[src/phy_cfg_pkg.sv]
// Purpose: Shared constants for the transceiver configuration and control register bank.
// Assumes: Register indices are word indices; byte address is four times the index.
// Notes: Reset pulse counts are in cycles of the 200 MHz register clock; retry periods are in ms.
package phy_cfg_pkg;
  localparam logic [5:0] IDX_CONFIG_THREE = 6'h1e;
  localparam logic [5:0] IDX_SOFT_RESET_CONTROL = 6'h1f;
  localparam logic [5:0] IDX_TEST_LANE_CONTROL = 6'h25;
  localparam logic [5:0] IDX_CROSSOVER_RETRY_TIMER_CONFIG = 6'h2c;
  localparam logic [5:0] IDX_IRQ_STATUS = 6'h30;
  localparam logic [5:0] IDX_IRQ_MASK = 6'h31;

  localparam int BIT_EXT_FULL_DUPLEX = 11;
  localparam int BIT_ROBUST_MDIX = 9;
  localparam int BIT_FAST_MDIX = 8;
  localparam int BIT_IRQ_OUT_ENABLE = 7;
  localparam int BIT_FORCE_IRQ = 6;
  localparam int BIT_CABLE_TEST_FAILED = 2;
  localparam int BIT_CABLE_TEST_COMPLETE = 1;
  localparam int BIT_CABLE_TEST_LAUNCH = 0;
  localparam int BIT_FULL_SOFT_RESET = 15;
  localparam int BIT_SOFT_RESTART_KEEP_REGS = 14;
  localparam int BIT_LANE_ALL = 7;
  localparam int LANE_SEL_LSB = 5;

  localparam logic [15:0] CONFIG_THREE_WMASK = 16'h0bc1;
  localparam logic [15:0] TEST_LANE_RESV_VALUE = 16'h0400;
  localparam logic [2:0] TEST_LANE_SEL_RESET = 3'h0;
  localparam logic [15:0] RETRY_TIMER_CONFIG_RESET = 16'h141f;

  localparam int IRQ_BITS = 3;
  localparam int IRQ_CABLE_DONE = 0;
  localparam int IRQ_CABLE_FAIL = 1;
  localparam int IRQ_RESTART_DONE = 2;

  localparam int RETRY_STEP_MS = 32;
  localparam int RETRY_MAX_MS = 480;

  localparam int CLK_PERIOD_NS = 5;
  localparam int SOFT_RESET_PULSE_NS = 80;
  localparam int SOFT_RESET_CYCLES = (SOFT_RESET_PULSE_NS + CLK_PERIOD_NS - 1) / CLK_PERIOD_NS;
endpackage

[src/pulse_ctrl_if.sv]
// Purpose: Carrier between the register bank and its self-clearing pulse timers.
// Assumes: Single clock domain.
// Notes: start is a one-cycle request; busy spans the pulse; done marks its end.
`timescale 1ns/10ps
`default_nettype none
interface pulse_ctrl_if;
  logic start;
  logic busy;
  logic done;
  modport owner (output start, input busy, input done);
  modport timer (input start, output busy, output done);
endinterface
`default_nettype wire

[src/phy_config_control_regs.sv]
// Purpose: Configuration, soft reset and test lane registers of the transceiver, on Wishbone.
// Assumes: Classic Wishbone slave with 32-bit data; registers occupy the low 16 bits.
// Notes: Answers every access one cycle after it is seen; unmapped words read zero.
//
// Notes on behaviour
// - Extended duplex forces full against forced partner.
// - Otherwise duplex follows standard resolution.
// - Robust bit selects deadlock-free crossover.
// - Fast bit speeds forced-100 crossover resolution.
// - Output enable bit picks interrupt or powerdown.
// - Force bit asserts interrupt pin unconditionally.
// - Reserved bits ignore writes, read zero; the test lane register reads them as 0x0400.
// - Writing launch bit starts cable measurement.
// - Complete bit low while measurement pending.
// - Failed bit reports measurement failure.
// - Full soft reset restores defaults, self-clears.
// - Soft restart keeps registers, self-clears.
// - Selector top bit drives all lanes.
// - Otherwise low two bits pick one lane.
// - Retry code maps to 32 ms steps.
//
// Added by the designer: register access over Wishbone.
`timescale 1ns/10ps
`default_nettype none
module phy_config_control_regs
  import phy_cfg_pkg::*;
#(
  parameter int RESTART_CYCLES = SOFT_RESET_CYCLES,
  parameter int FULL_RESET_CYCLES = SOFT_RESET_CYCLES
) (
  input wire logic clk_i,
  input wire logic rst_i,
  input wire logic ce_i,
  input wire logic [7:0] adr_i,
  input wire logic [31:0] dat_i,
  output logic [31:0] dat_o,
  input wire logic we_i,
  input wire logic [3:0] sel_i,
  input wire logic stb_i,
  input wire logic cyc_i,
  output logic ack_o,
  output logic irq_o,
  input wire logic irq_or_powerdown_pad_i,
  output logic irq_or_powerdown_pad_o,
  output logic irq_or_powerdown_pad_oe_o,
  output logic powerdown_o,
  input wire logic partner_forced_100_i,
  input wire logic ieee_full_duplex_i,
  output logic full_duplex_o,
  output logic robust_mdix_o,
  output logic fast_mdix_o,
  output logic [8:0] crossover_retry_period_o,
  output logic cable_test_start_o,
  input wire logic cable_test_end_i,
  input wire logic cable_test_fail_i,
  output logic core_reset_o,
  output logic core_restart_o,
  output logic [3:0] test_lane_enable_o
);

  ////////////////////////////////////////////////////////////////////////////////
  // Storage.

  logic ext_fd_q;
  logic robust_mdix_q;
  logic fast_mdix_q;
  logic irq_out_enable_q;
  logic force_irq_q;
  logic cable_test_launch_q;
  logic cable_test_complete_q;
  logic cable_test_failed_q;
  logic [2:0] test_pattern_lane_select_q;
  logic [15:0] retry_timer_config_q;
  logic [IRQ_BITS-1:0] irq_status_q;
  logic [IRQ_BITS-1:0] irq_mask_q;
  logic [IRQ_BITS-1:0] irq_event;
  logic pad_meta_q;
  logic pad_sync_q;
  logic reg_rst;
  logic [5:0] index;
  logic req;
  logic wr_now;
  logic wr_lo;
  logic wr_hi;
  logic [15:0] rd_word;
  logic launch_wr;

  pulse_ctrl_if full_ctl ();
  pulse_ctrl_if restart_ctl ();

  // A full soft reset clears the registers in the cycle after the request, so the
  // answer to the write that asked for it is still a normal acknowledge.
  assign reg_rst = rst_i | full_ctl.start;

  ////////////////////////////////////////////////////////////////////////////////
  // Wishbone slave.

  assign index = adr_i[7:2];
  assign req = cyc_i & stb_i;
  assign wr_now = req & we_i & ack_o & ce_i;
  assign wr_lo = wr_now & sel_i[0];
  assign wr_hi = wr_now & sel_i[1];

  always_comb begin
    rd_word = 16'h0000;
    case (index)
      IDX_CONFIG_THREE: begin
        rd_word[BIT_EXT_FULL_DUPLEX] = ext_fd_q;
        rd_word[BIT_ROBUST_MDIX] = robust_mdix_q;
        rd_word[BIT_FAST_MDIX] = fast_mdix_q;
        rd_word[BIT_IRQ_OUT_ENABLE] = irq_out_enable_q;
        rd_word[BIT_FORCE_IRQ] = force_irq_q;
        rd_word[BIT_CABLE_TEST_FAILED] = cable_test_failed_q;
        rd_word[BIT_CABLE_TEST_COMPLETE] = cable_test_complete_q;
        rd_word[BIT_CABLE_TEST_LAUNCH] = cable_test_launch_q;
      end
      IDX_SOFT_RESET_CONTROL: begin
        rd_word[BIT_FULL_SOFT_RESET] = full_ctl.busy;
        rd_word[BIT_SOFT_RESTART_KEEP_REGS] = restart_ctl.busy;
      end
      IDX_TEST_LANE_CONTROL: begin
        rd_word = TEST_LANE_RESV_VALUE;
        rd_word[BIT_LANE_ALL:LANE_SEL_LSB] = test_pattern_lane_select_q;
      end
      IDX_CROSSOVER_RETRY_TIMER_CONFIG: begin
        rd_word = retry_timer_config_q;
      end
      IDX_IRQ_STATUS: begin
        rd_word[IRQ_BITS-1:0] = irq_status_q;
      end
      IDX_IRQ_MASK: begin
        rd_word[IRQ_BITS-1:0] = irq_mask_q;
      end
      default: begin
        rd_word = 16'h0000;
      end
    endcase
  end

  // Ack follows the request by one cycle and drops in the cycle after it, so a
  // master that holds cyc and stb never sees two answers for one request.
  always_ff @(posedge clk_i) begin
    if (rst_i) begin
      ack_o <= 1'b0;
      dat_o <= 32'h0000_0000;
    end else if (ce_i) begin
      ack_o <= req & ~ack_o;
      if (req & ~ack_o) begin
        dat_o <= {16'h0000, rd_word};
      end
    end
  end

  ////////////////////////////////////////////////////////////////////////////////
  // Configuration register three. Reserved bits have no storage at all.

  assign launch_wr = wr_lo && index == IDX_CONFIG_THREE && dat_i[BIT_CABLE_TEST_LAUNCH];

  always_ff @(posedge clk_i) begin
    if (reg_rst) begin
      ext_fd_q <= 1'b0;
      robust_mdix_q <= 1'b0;
      fast_mdix_q <= 1'b0;
      irq_out_enable_q <= 1'b0;
      force_irq_q <= 1'b0;
      cable_test_launch_q <= 1'b0;
    end else if (ce_i && index == IDX_CONFIG_THREE) begin
      if (wr_hi) begin
        ext_fd_q <= dat_i[BIT_EXT_FULL_DUPLEX];
        robust_mdix_q <= dat_i[BIT_ROBUST_MDIX];
        fast_mdix_q <= dat_i[BIT_FAST_MDIX];
      end
      if (wr_lo) begin
        irq_out_enable_q <= dat_i[BIT_IRQ_OUT_ENABLE];
        force_irq_q <= dat_i[BIT_FORCE_IRQ];
        cable_test_launch_q <= dat_i[BIT_CABLE_TEST_LAUNCH];
      end
    end
  end

  // Cable measurement status. A launch in the same cycle as an end wins, since
  // the new measurement is the one that software now waits for.
  always_ff @(posedge clk_i) begin
    if (reg_rst) begin
      cable_test_complete_q <= 1'b1;
      cable_test_failed_q <= 1'b0;
    end else if (ce_i) begin
      if (launch_wr) begin
        cable_test_complete_q <= 1'b0;
        cable_test_failed_q <= 1'b0;
      end else if (cable_test_end_i && !cable_test_complete_q) begin
        cable_test_complete_q <= 1'b1;
        cable_test_failed_q <= cable_test_fail_i;
      end
    end
  end

  always_ff @(posedge clk_i) begin
    if (rst_i) begin
      cable_test_start_o <= 1'b0;
    end else if (ce_i) begin
      cable_test_start_o <= launch_wr;
    end
  end

  ////////////////////////////////////////////////////////////////////////////////
  // Soft reset and restart. The bits read as one until the pulse has ended.

  assign full_ctl.start = wr_hi && index == IDX_SOFT_RESET_CONTROL
                          && dat_i[BIT_FULL_SOFT_RESET];
  assign restart_ctl.start = wr_hi && index == IDX_SOFT_RESET_CONTROL
                             && dat_i[BIT_SOFT_RESTART_KEEP_REGS];

  self_clear_pulse #(
    .CYCLES(FULL_RESET_CYCLES)
  ) u_full_reset (
    .clk_i(clk_i),
    .rst_i(rst_i),
    .ce_i(ce_i),
    .ctl(full_ctl)
  );

  self_clear_pulse #(
    .CYCLES(RESTART_CYCLES)
  ) u_restart (
    .clk_i(clk_i),
    .rst_i(rst_i),
    .ce_i(ce_i),
    .ctl(restart_ctl)
  );

  always_ff @(posedge clk_i) begin
    if (rst_i) begin
      core_reset_o <= 1'b0;
      core_restart_o <= 1'b0;
    end else if (ce_i) begin
      core_reset_o <= full_ctl.busy;
      core_restart_o <= restart_ctl.busy;
    end
  end

  ////////////////////////////////////////////////////////////////////////////////
  // Test lane selector and retry timer configuration.

  always_ff @(posedge clk_i) begin
    if (reg_rst) begin
      test_pattern_lane_select_q <= TEST_LANE_SEL_RESET;
    end else if (wr_lo && index == IDX_TEST_LANE_CONTROL) begin
      test_pattern_lane_select_q <= dat_i[BIT_LANE_ALL:LANE_SEL_LSB];
    end
  end

  always_ff @(posedge clk_i) begin
    if (reg_rst) begin
      retry_timer_config_q <= RETRY_TIMER_CONFIG_RESET;
    end else if (index == IDX_CROSSOVER_RETRY_TIMER_CONFIG) begin
      if (wr_lo) begin
        retry_timer_config_q[7:0] <= dat_i[7:0];
      end
      if (wr_hi) begin
        retry_timer_config_q[15:8] <= dat_i[15:8];
      end
    end
  end

  always_ff @(posedge clk_i) begin
    if (rst_i) begin
      test_lane_enable_o <= 4'h0;
    end else if (ce_i) begin
      if (test_pattern_lane_select_q[2]) begin
        test_lane_enable_o <= 4'hf;
      end else begin
        test_lane_enable_o <= 4'h1 << test_pattern_lane_select_q[1:0];
      end
    end
  end

  // The all-ones code is pinned to the longest period; the other codes step by
  // the base period from one step at code zero.
  always_ff @(posedge clk_i) begin
    if (rst_i) begin
      crossover_retry_period_o <= 9'h000;
    end else if (ce_i) begin
      if (!robust_mdix_q) begin
        crossover_retry_period_o <= 9'h000;
      end else if (retry_timer_config_q[3:0] == 4'hf) begin
        crossover_retry_period_o <= 9'(RETRY_MAX_MS);
      end else begin
        crossover_retry_period_o <= 9'((retry_timer_config_q[3:0] + 5'h01)
                                       * RETRY_STEP_MS);
      end
    end
  end

  ////////////////////////////////////////////////////////////////////////////////
  // Duplex and crossover mode outputs.

  always_ff @(posedge clk_i) begin
    if (rst_i) begin
      full_duplex_o <= 1'b0;
      robust_mdix_o <= 1'b0;
      fast_mdix_o <= 1'b0;
    end else if (ce_i) begin
      if (ext_fd_q && partner_forced_100_i) begin
        full_duplex_o <= 1'b1;
      end else begin
        full_duplex_o <= ieee_full_duplex_i;
      end
      robust_mdix_o <= robust_mdix_q;
      fast_mdix_o <= fast_mdix_q;
    end
  end

  ////////////////////////////////////////////////////////////////////////////////
  // Interrupt status, mask and the shared pad.

  assign irq_event[IRQ_CABLE_DONE] = cable_test_end_i & ~cable_test_complete_q & ~launch_wr;
  assign irq_event[IRQ_CABLE_FAIL] = irq_event[IRQ_CABLE_DONE] & cable_test_fail_i;
  assign irq_event[IRQ_RESTART_DONE] = restart_ctl.done;

  // A new event in the cycle of its clear keeps the bit set.
  always_ff @(posedge clk_i) begin
    if (reg_rst) begin
      irq_status_q <= '0;
    end else if (ce_i) begin
      for (int i = 0; i < IRQ_BITS; i++) begin
        if (irq_event[i]) begin
          irq_status_q[i] <= 1'b1;
        end else if (wr_lo && index == IDX_IRQ_STATUS && dat_i[i]) begin
          irq_status_q[i] <= 1'b0;
        end
      end
    end
  end

  always_ff @(posedge clk_i) begin
    if (reg_rst) begin
      irq_mask_q <= '0;
    end else if (wr_lo && index == IDX_IRQ_MASK) begin
      irq_mask_q <= dat_i[IRQ_BITS-1:0];
    end
  end

  // The pad input is asynchronous, so it passes two flops before anything reads it.
  always_ff @(posedge clk_i) begin
    if (rst_i) begin
      pad_meta_q <= 1'b1;
      pad_sync_q <= 1'b1;
    end else if (ce_i) begin
      pad_meta_q <= irq_or_powerdown_pad_i;
      pad_sync_q <= pad_meta_q;
    end
  end

  // The pad is active low in both roles: low drives an interrupt out, or
  // requests power-down when it is an input.
  always_ff @(posedge clk_i) begin
    if (rst_i) begin
      irq_o <= 1'b0;
      irq_or_powerdown_pad_o <= 1'b1;
      irq_or_powerdown_pad_oe_o <= 1'b0;
      powerdown_o <= 1'b0;
    end else if (ce_i) begin
      irq_o <= |(irq_status_q & irq_mask_q) | force_irq_q;
      irq_or_powerdown_pad_o <= ~(|(irq_status_q & irq_mask_q) | force_irq_q);
      irq_or_powerdown_pad_oe_o <= irq_out_enable_q;
      powerdown_o <= ~irq_out_enable_q & ~pad_sync_q;
    end
  end

endmodule
`default_nettype wire

[src/self_clear_pulse.sv]
// Purpose: Holds a busy level for a fixed number of cycles after a start request.
// Assumes: Start is ignored while already busy.
// Notes: Done pulses for one cycle as busy falls.
`timescale 1ns/10ps
`default_nettype none
module self_clear_pulse #(
  parameter int CYCLES = 16
) (
  input wire logic clk_i,
  input wire logic rst_i,
  input wire logic ce_i,
  pulse_ctrl_if.timer ctl
);
  logic [15:0] count_q;

  always_ff @(posedge clk_i) begin
    if (rst_i) begin
      count_q <= 16'h0000;
      ctl.busy <= 1'b0;
      ctl.done <= 1'b0;
    end else if (ce_i) begin
      ctl.done <= 1'b0;
      if (!ctl.busy && ctl.start) begin
        count_q <= 16'(CYCLES - 1);
        ctl.busy <= 1'b1;
      end else if (ctl.busy) begin
        if (count_q == 16'h0000) begin
          ctl.busy <= 1'b0;
          ctl.done <= 1'b1;
        end else begin
          count_q <= count_q - 16'h0001;
        end
      end
    end
  end
endmodule
`default_nettype wire

[config.mk]
export PLATFORM = sky130hd
export DESIGN_NAME = phy_config_control_regs
export DESIGN_NICKNAME = d
export VERILOG_FILES = /design/src/phy_cfg_pkg.sv /design/src/pulse_ctrl_if.sv /design/src/phy_config_control_regs.sv /design/src/self_clear_pulse.sv
export SDC_FILE = /design/constraint.sdc
export NUM_CORES = 1
export LEC_CHECK = 0
export BUFFER_PORTS_ARGS = -buffer_cell sky130_fd_sc_hd__buf_2
export CAP_MARGIN = 20
export CORE_MARGIN = 4
export CORE_UTILIZATION = 30
export CTS_BUF_LIST = sky130_fd_sc_hd__clkbuf_4 sky130_fd_sc_hd__clkbuf_8 sky130_fd_sc_hd__clkbuf_16
export DETAILED_ROUTE_END_ITERATION = 12
export PLACE_DENSITY_LB_ADDON = 0.3
export SLEW_MARGIN = 20
export SYNTH_ARGS = -nofsm -noshare
export SYNTH_HDL_FRONTEND = slang
export SYNTH_SLANG_ARGS = --single-unit
[constraint.sdc]
create_clock -name clk_i -period 2.3 [get_ports clk_i]
set_clock_uncertainty 0.05 [all_clocks]
set_input_delay 0.46 -clock clk_i [delete_from_list [all_inputs] [get_ports clk_i]]
set_output_delay 0.46 -clock clk_i [all_outputs]
set_load 0.02 [all_outputs]
==> results of run 1 <==
[layout by cell type (no fill, tap or decap), types with 19 or more instances in the layout]
cell / synthesis / routed
buf_2: 3 / 69
nand3_1: 19 / 19
dfxtp_1: 105 / 105
nor2_1: 76 / 76
buf_4: 21 / 20
mux2i_1: 21 / 21
nand2_1: 46 / 46
conb_1: 1 / 21
nor3_1: 19 / 19
a21oi_1: 34 / 34
[per-layer routing]
metal / wire, microns / track usage [%] / up-vias
li1: - / - / 2123
met1: 5810 / 18.1 / 2015
met2: 5910 / 22.9 / 116
met3: 697 / 2.98 / 16
met4: 248 / 5.10 / 0
met5: 0 / 0 / -
[worst paths after layout]
kind | start | endpoint
worst max-delay path | u_full_reset.count_q[6] | u_full_reset.count_q[2]
worst min-delay path | dat_i[12] | retry_timer_config_q[12]
worst max register to register | u_full_reset.count_q[6] | u_full_reset.count_q[2]
worst min register to register | irq_or_powerdown_pad_o | irq_or_powerdown_pad_o
[layout make-up]
| class | count | area, sq um |
|---|---|---|
| repair buffers | 90 | 515 |
| clock buffers | 13 | 280 |
| clock inverters | 3 | 46.3 |
| fillers | 1650 | 10100 |
| multi-input cells | 412 | 2480 |
| flip-flops and latches | 105 | 2100 |
| inverters | 13 | 48.8 |
| well taps | 216 | 270 |
[cells by family (layout without fill, tap and decap cells)]
group	Yosys count	count (layout)
xor+xnor	13	13
other cells	1	21
fa+ha+maj	5	5
mux	24	24
flops	105	105
simple gates	234	234
compound gates	115	115
buf+inv	63	119
[through the flow]
stage,hold WS [ns],setup slack [ns],instance area [sq um],cells
finish,0.276,0.302,5740,852
CTS,0.269,0.310,5740,852
global route,0.270,0.145,5740,852
floorplan,0.381,0.363,4910,580
global placement,0.387,0.231,5410,836
detailed placement,0.390,0.210,5410,836
[sequential cells by signal, summed over array words and instances, names as in the netlist, 3 cells and up]
name,cells
dat_o,16
u_full_reset.count_q,16
irq_mask_q,3
retry_timer_config_q,16
irq_status_q,3
u_restart.count_q,16
test_pattern_lane_select_q,3
crossover_retry_period_o,4
test_lane_enable_o,4
[power by group through the flow]
| stage | clock network, uW | registers (uW) | logic, uW |
|---|---|---|---|
| floorplan | 0 | 1910 | 143 |
| global placement | 0 | 1890 | 228 |
| detailed placement | 0 | 1890 | 230 |
| CTS | 1680 | 1850 | 231 |
| global route | 1760 | 1850 | 252 |
| finish | 1640 | 1850 | 231 |
[worst reg2reg max path, cell delays in order, from the launching register on]
cell      delay, ns
dfxtp_1        0.35
or4_4          0.58
nand2b_4       0.21
o21a_1         0.32
a211oi_1       0.29
a311oi_1       0.07
==> impl_metrics.tcl, run 1 <==
set metrics [dict create \
    finalCriticalPeriod_ns 2.00 \
    clkPwrFrac_pct 44.1 \
    drive_gt1_share_pct 19.0 \
    grt_usage_pct 13.9 \
    areaGrowthSynthToFinish_pct 18.6 \
    timing.fmax_ghz 0.501 \
    cts_max_level 3 \
    cp-end-kind "flop" \
    via_per_inst 5.01 \
    yosysMostFrequentCell "dfxtp_1" \
    dp_hpwl_mm 9.49 \
    path_clk_slew_ns 0.07 \
    totalPowerFinal_uw 3720 \
    antennaDiodeCount 0 \
    coreArea_sq_mm 0.0158 \
    yosysWarnings 0 \
    synth_enable_flop_cells 0 \
    finalSetupTns_ns 0 \
    path_cells "or4_4 > nand2b_4 > o21a_1 > a211oi_1 > a311oi_1" \
    pwr-share-comb_pct 6.2 \
    critical_path.top_delay_family "simple AND/OR/NAND/NOR gates" \
    start_util_pct 30.6 \
    status "completed" \
    slew_headroom_pct 63.4 \
    rsz0062_at_grt "false" \
    synth_top_area_cell "dfxtp_1" \
    clk_latency_ns 0.34 \
    ys_ff_latch 105 \
    synth-compound-area-share_pct 16.1 \
    grt_overflow 0 \
    finalCritPeriodShare_pct 86.9 \
    die_area_sq_mm 0.0182 \
    utilization_pct 36.3 \
    crit_fanout 9 \
    post-cts-setup-buffers 0 \
    die_w_microns 135 \
    synth_ff_type "dfxtp_1" \
    post_synth.cell_area_avg_sq_um 8.64 \
    synth-async-reset-ratio_pct 0 \
    io_buffer_count 69 \
    worstMarginPinSlew_ns 0.543 \
    p_leak_uw 0.00231 \
    yosys-top-cells-count "dfxtp_1, nor2_1, nand2_1, a21oi_1" \
    clockBufferDepth 2 \
    cp_num_buf_inv 0 \
    die_h_microns 135 \
    yosys-top-cells-area "dfxtp_1, nor2_1, mux2i_1" \
    antenna_found_initial 0 \
    cp.arrival_ns 2.16 \
    final_nets 691 \
    drtPass1Iterations 4 \
    hold_buffers 0 \
    reg2reg_slack_ns 0.30 \
    maxCapViolCount 0 \
    slew_viol_final 0 \
    grt_pass1_vias 4113 \
    ys_seq_area_share_pct 43.4 \
    seq_power_share_pct 49.6 \
    start_kind "flop" \
    num_io_pins 111 \
    grt_max_degree 26 \
    cts_resized 0 \
    cts.sinks 105 \
    cts_tree "done" \
    synthAdderAreaFrac_pct 1.29 \
    worstPathRequired_ns 2.47 \
    cp.depth 5 \
    rows 46 \
    post_drt_wl_per_cell_microns 14.9 \
    finalSetupViolations 0 \
    synth_cell_types 63 \
    vias 4270 \
    syn_inst 560 \
    p_per_area_mw_per_mm2 648 \
    p_sw_uw 846 \
    synth_area_sq_mm 0.00484 \
    irDropWorstVdd_uv 312 \
    drc_errors 0 \
    cpMaxStageDelayCell "or4_4" \
    yosys.area_share.xor_xnor_pct 2.35 \
    synth_top_family_by_area "simple AND/OR/NAND/NOR gates" \
    whs_path_depth 3 \
    max_stage_delay_ns 0.58 \
    power.internal_uw 2880 \
    routabilityCongestion 0.845 \
    postRouteAntennaNets 0 \
    r2r_cells 5 \
    synthMuxAreaShare_pct 5.04 \
    dr.first_iter.drc_count 161 \
    grt_pass1_wl_mm 20.8 \
    yosysTopAreaCellShare_pct 43.4 \
    hold_viol_final 0 \
    hold_class "primary input to flop" \
    switching_share_pct 22.7 \
    critPathKind "flop to flop" \
    routed_wirelength_mm 12.7 \
    synthSimpleGateAreaFrac_pct 24.8 \
    clock_tree.root_cell "clkbuf_16" \
    cts_made_buffers 9 \
]
No activity file was read; power rests on OpenSTA's default activity.
==> inputs of run 2 (changes only) <==
==> constraint.sdc (replaced) <==
create_clock -name clk_i -period 2.4 [get_ports clk_i]
set_clock_uncertainty 0.05 [all_clocks]
set_input_delay 0.48 -clock clk_i [delete_from_list [all_inputs] [get_ports clk_i]]
set_output_delay 0.48 -clock clk_i [all_outputs]
set_load 0.02 [all_outputs]
==> run 2 against run 1 <==
Against the previous run: core utilization fell by 0.16 points; via count fell by 1.3%; critical endpoint unchanged; largest power group unchanged; largest cell class unchanged; first-iteration DRC count rose by 9.3%; sequential power fell by 4%; design area fell by 0.44%; critical path type unchanged.
==> impl_metrics.tcl, run 2 (same netlist as run 1, synthesis figures left out) <==
set metrics [dict create \
    dp_slack_ns 0.329 \
    drtPass1Iterations 7 \
    coreArea_sq_mm 0.0158 \
    worstMarginPinSlew_ns 0.650 \
    place_area_sq_mm 0.00537 \
    power.internal_uw 2850 \
    clkPwrFrac_pct 45.8 \
    cp-end-kind "flop" \
    finalSetupTns_ns 0 \
    n_fill_cell 1603 \
    worstPathRequired_ns 2.55 \
    reg2reg_slack_ns 0.33 \
    timing.fmax_ghz 0.483 \
    switching_share_pct 22.3 \
    grt_max_degree 35 \
    rr_endpoint "u_full_reset.count_q[2]" \
    grt_pass1_vias 3989 \
    routed_wirelength_mm 12.5 \
    antenna_found_initial 0 \
    grt_overflow 0 \
    crit_fanout 10 \
    dp_hpwl_mm 9.33 \
    die_area_sq_mm 0.0182 \
    fin_area_sq_mm 0.00572 \
    die_w_microns 135 \
    hold_viol_final 0 \
    grt_pass1_wl_mm 19.9 \
    critPathKind "flop to flop" \
    crit_end "u_full_reset.count_q[2]" \
    dr.first_iter.drc_count 176 \
    postRouteAntennaNets 0 \
    routabilityCongestion 0.837 \
    antennaDiodeCount 0 \
    finalWorstSetupSlack_ns 0.328 \
    cp.arrival_ns 2.22 \
    r2r_cells 5 \
    cts_tree "done" \
    hold_class "primary input to flop" \
    rows 46 \
    rsz0062_at_grt "false" \
    start_kind "flop" \
    areaGrowthSynthToFinish_pct 18.1 \
    die_h_microns 135 \
    hold_buffers 0 \
    path_clk_slew_ns 0.07 \
    clk_latency_ns 0.35 \
    grt_usage_pct 13.5 \
    finalCriticalPeriod_ns 2.07 \
    post-cts-setup-buffers 0 \
    cts_max_level 3 \
    slew_viol_final 0 \
    cts_resized 0 \
    irDropWorstVdd_uv 312 \
    status "completed" \
    crit_path_start "u_full_reset.count_q[2]" \
    reg2reg_from "u_full_reset.count_q[2]" \
    p_per_area_mw_per_mm2 641 \
    p_leak_uw 0.00229 \
    maxCapViolCount 0 \
    pwr-share-comb_pct 5.9 \
    cts_made_buffers 9 \
    drive_gt1_share_pct 18.5 \
    clockBufferDepth 2 \
    drc_errors 0 \
    cts.sinks 105 \
    start_util_pct 30.6 \
    finalCritPeriodShare_pct 86.3 \
    post_drt_wl_per_cell_microns 14.8 \
    clock_tree.root_cell "clkbuf_16" \
    io_buffer_count 69 \
    vias 4216 \
    seq_power_share_pct 48.3 \
    finalSetupViolations 0 \
    multi_input_area_sq_mm 0.00248 \
    mostFrequentLayoutCell "dfxtp_1" \
    p_sw_uw 818 \
    final_cell_mix "dfxtp_1, nor2_1, buf_2, nand2_1, a21oi_1" \
    totalPowerFinal_uw 3660 \
    final-seq-area_sq_mm 0.00210 \
    slew_headroom_pct 56.7 \
    via_per_inst 4.97 \
    final_nets 687 \
    num_io_pins 111 \
]
[run 2: per-layer routing]
layer | vias to the layer above | wire length, microns | GRT usage (%)
met4 | 0 | 184 | 4.14
met3 | 14 | 605 | 2.98
met5 | - | 0 | 0
met1 | 1994 | 5800 | 17.2
li1 | 2105 | - | -
met2 | 103 | 5910 | 22.7
[run 2: how the worst min path moves through the flow]
stage / from / to / slack (ns) / cells after the start
floorplan: pad_meta_q / pad_sync_q / 0.38 / 1
global placement: irq_o / irq_o / 0.39 / 1
detailed placement: irq_o / irq_o / 0.40 / 1
CTS: dat_i[10] / retry_timer_config_q[10] / 0.28 / 3
global route: dat_i[10] / retry_timer_config_q[10] / 0.29 / 3
finish: dat_i[10] / retry_timer_config_q[10] / 0.29 / 3
[run 2: critical path, stage by stage (launching register included)]
cell and delay [ns]:
dfxtp_1 0.38, nor4_4 0.49, nand3_2 0.29, o21a_1 0.36
a211oi_1 0.28, a311oi_1 0.08
[run 2: through the flow]
step                      hold WS [ns]  utilization, %  instances
after floorplan                  0.381               -        580
after global placement           0.386            33.9        832
after detailed placement         0.396            33.9        832
after CTS                        0.285            36.1        848
after global routing             0.294            36.1        848
final                            0.295            36.1        848
[run 2: layout make-up]
class                   instances  area share (%)
multi-input cells             412            43.3
well taps                     216            4.73
inverters                      13           0.854
clock buffers                   9            3.94
repair buffers                 86            8.27
flip-flops and latches        105            36.8
clock inverters                 7            2.08
[run 2: power by group through the flow]
stage,clock (uW),combinational [uW],sequential (uW)
CTS,1710,217,1770
floorplan,0,137,1830
global placement,0,215,1810
detailed placement,0,217,1810
finish,1680,217,1770
global route,1780,236,1770
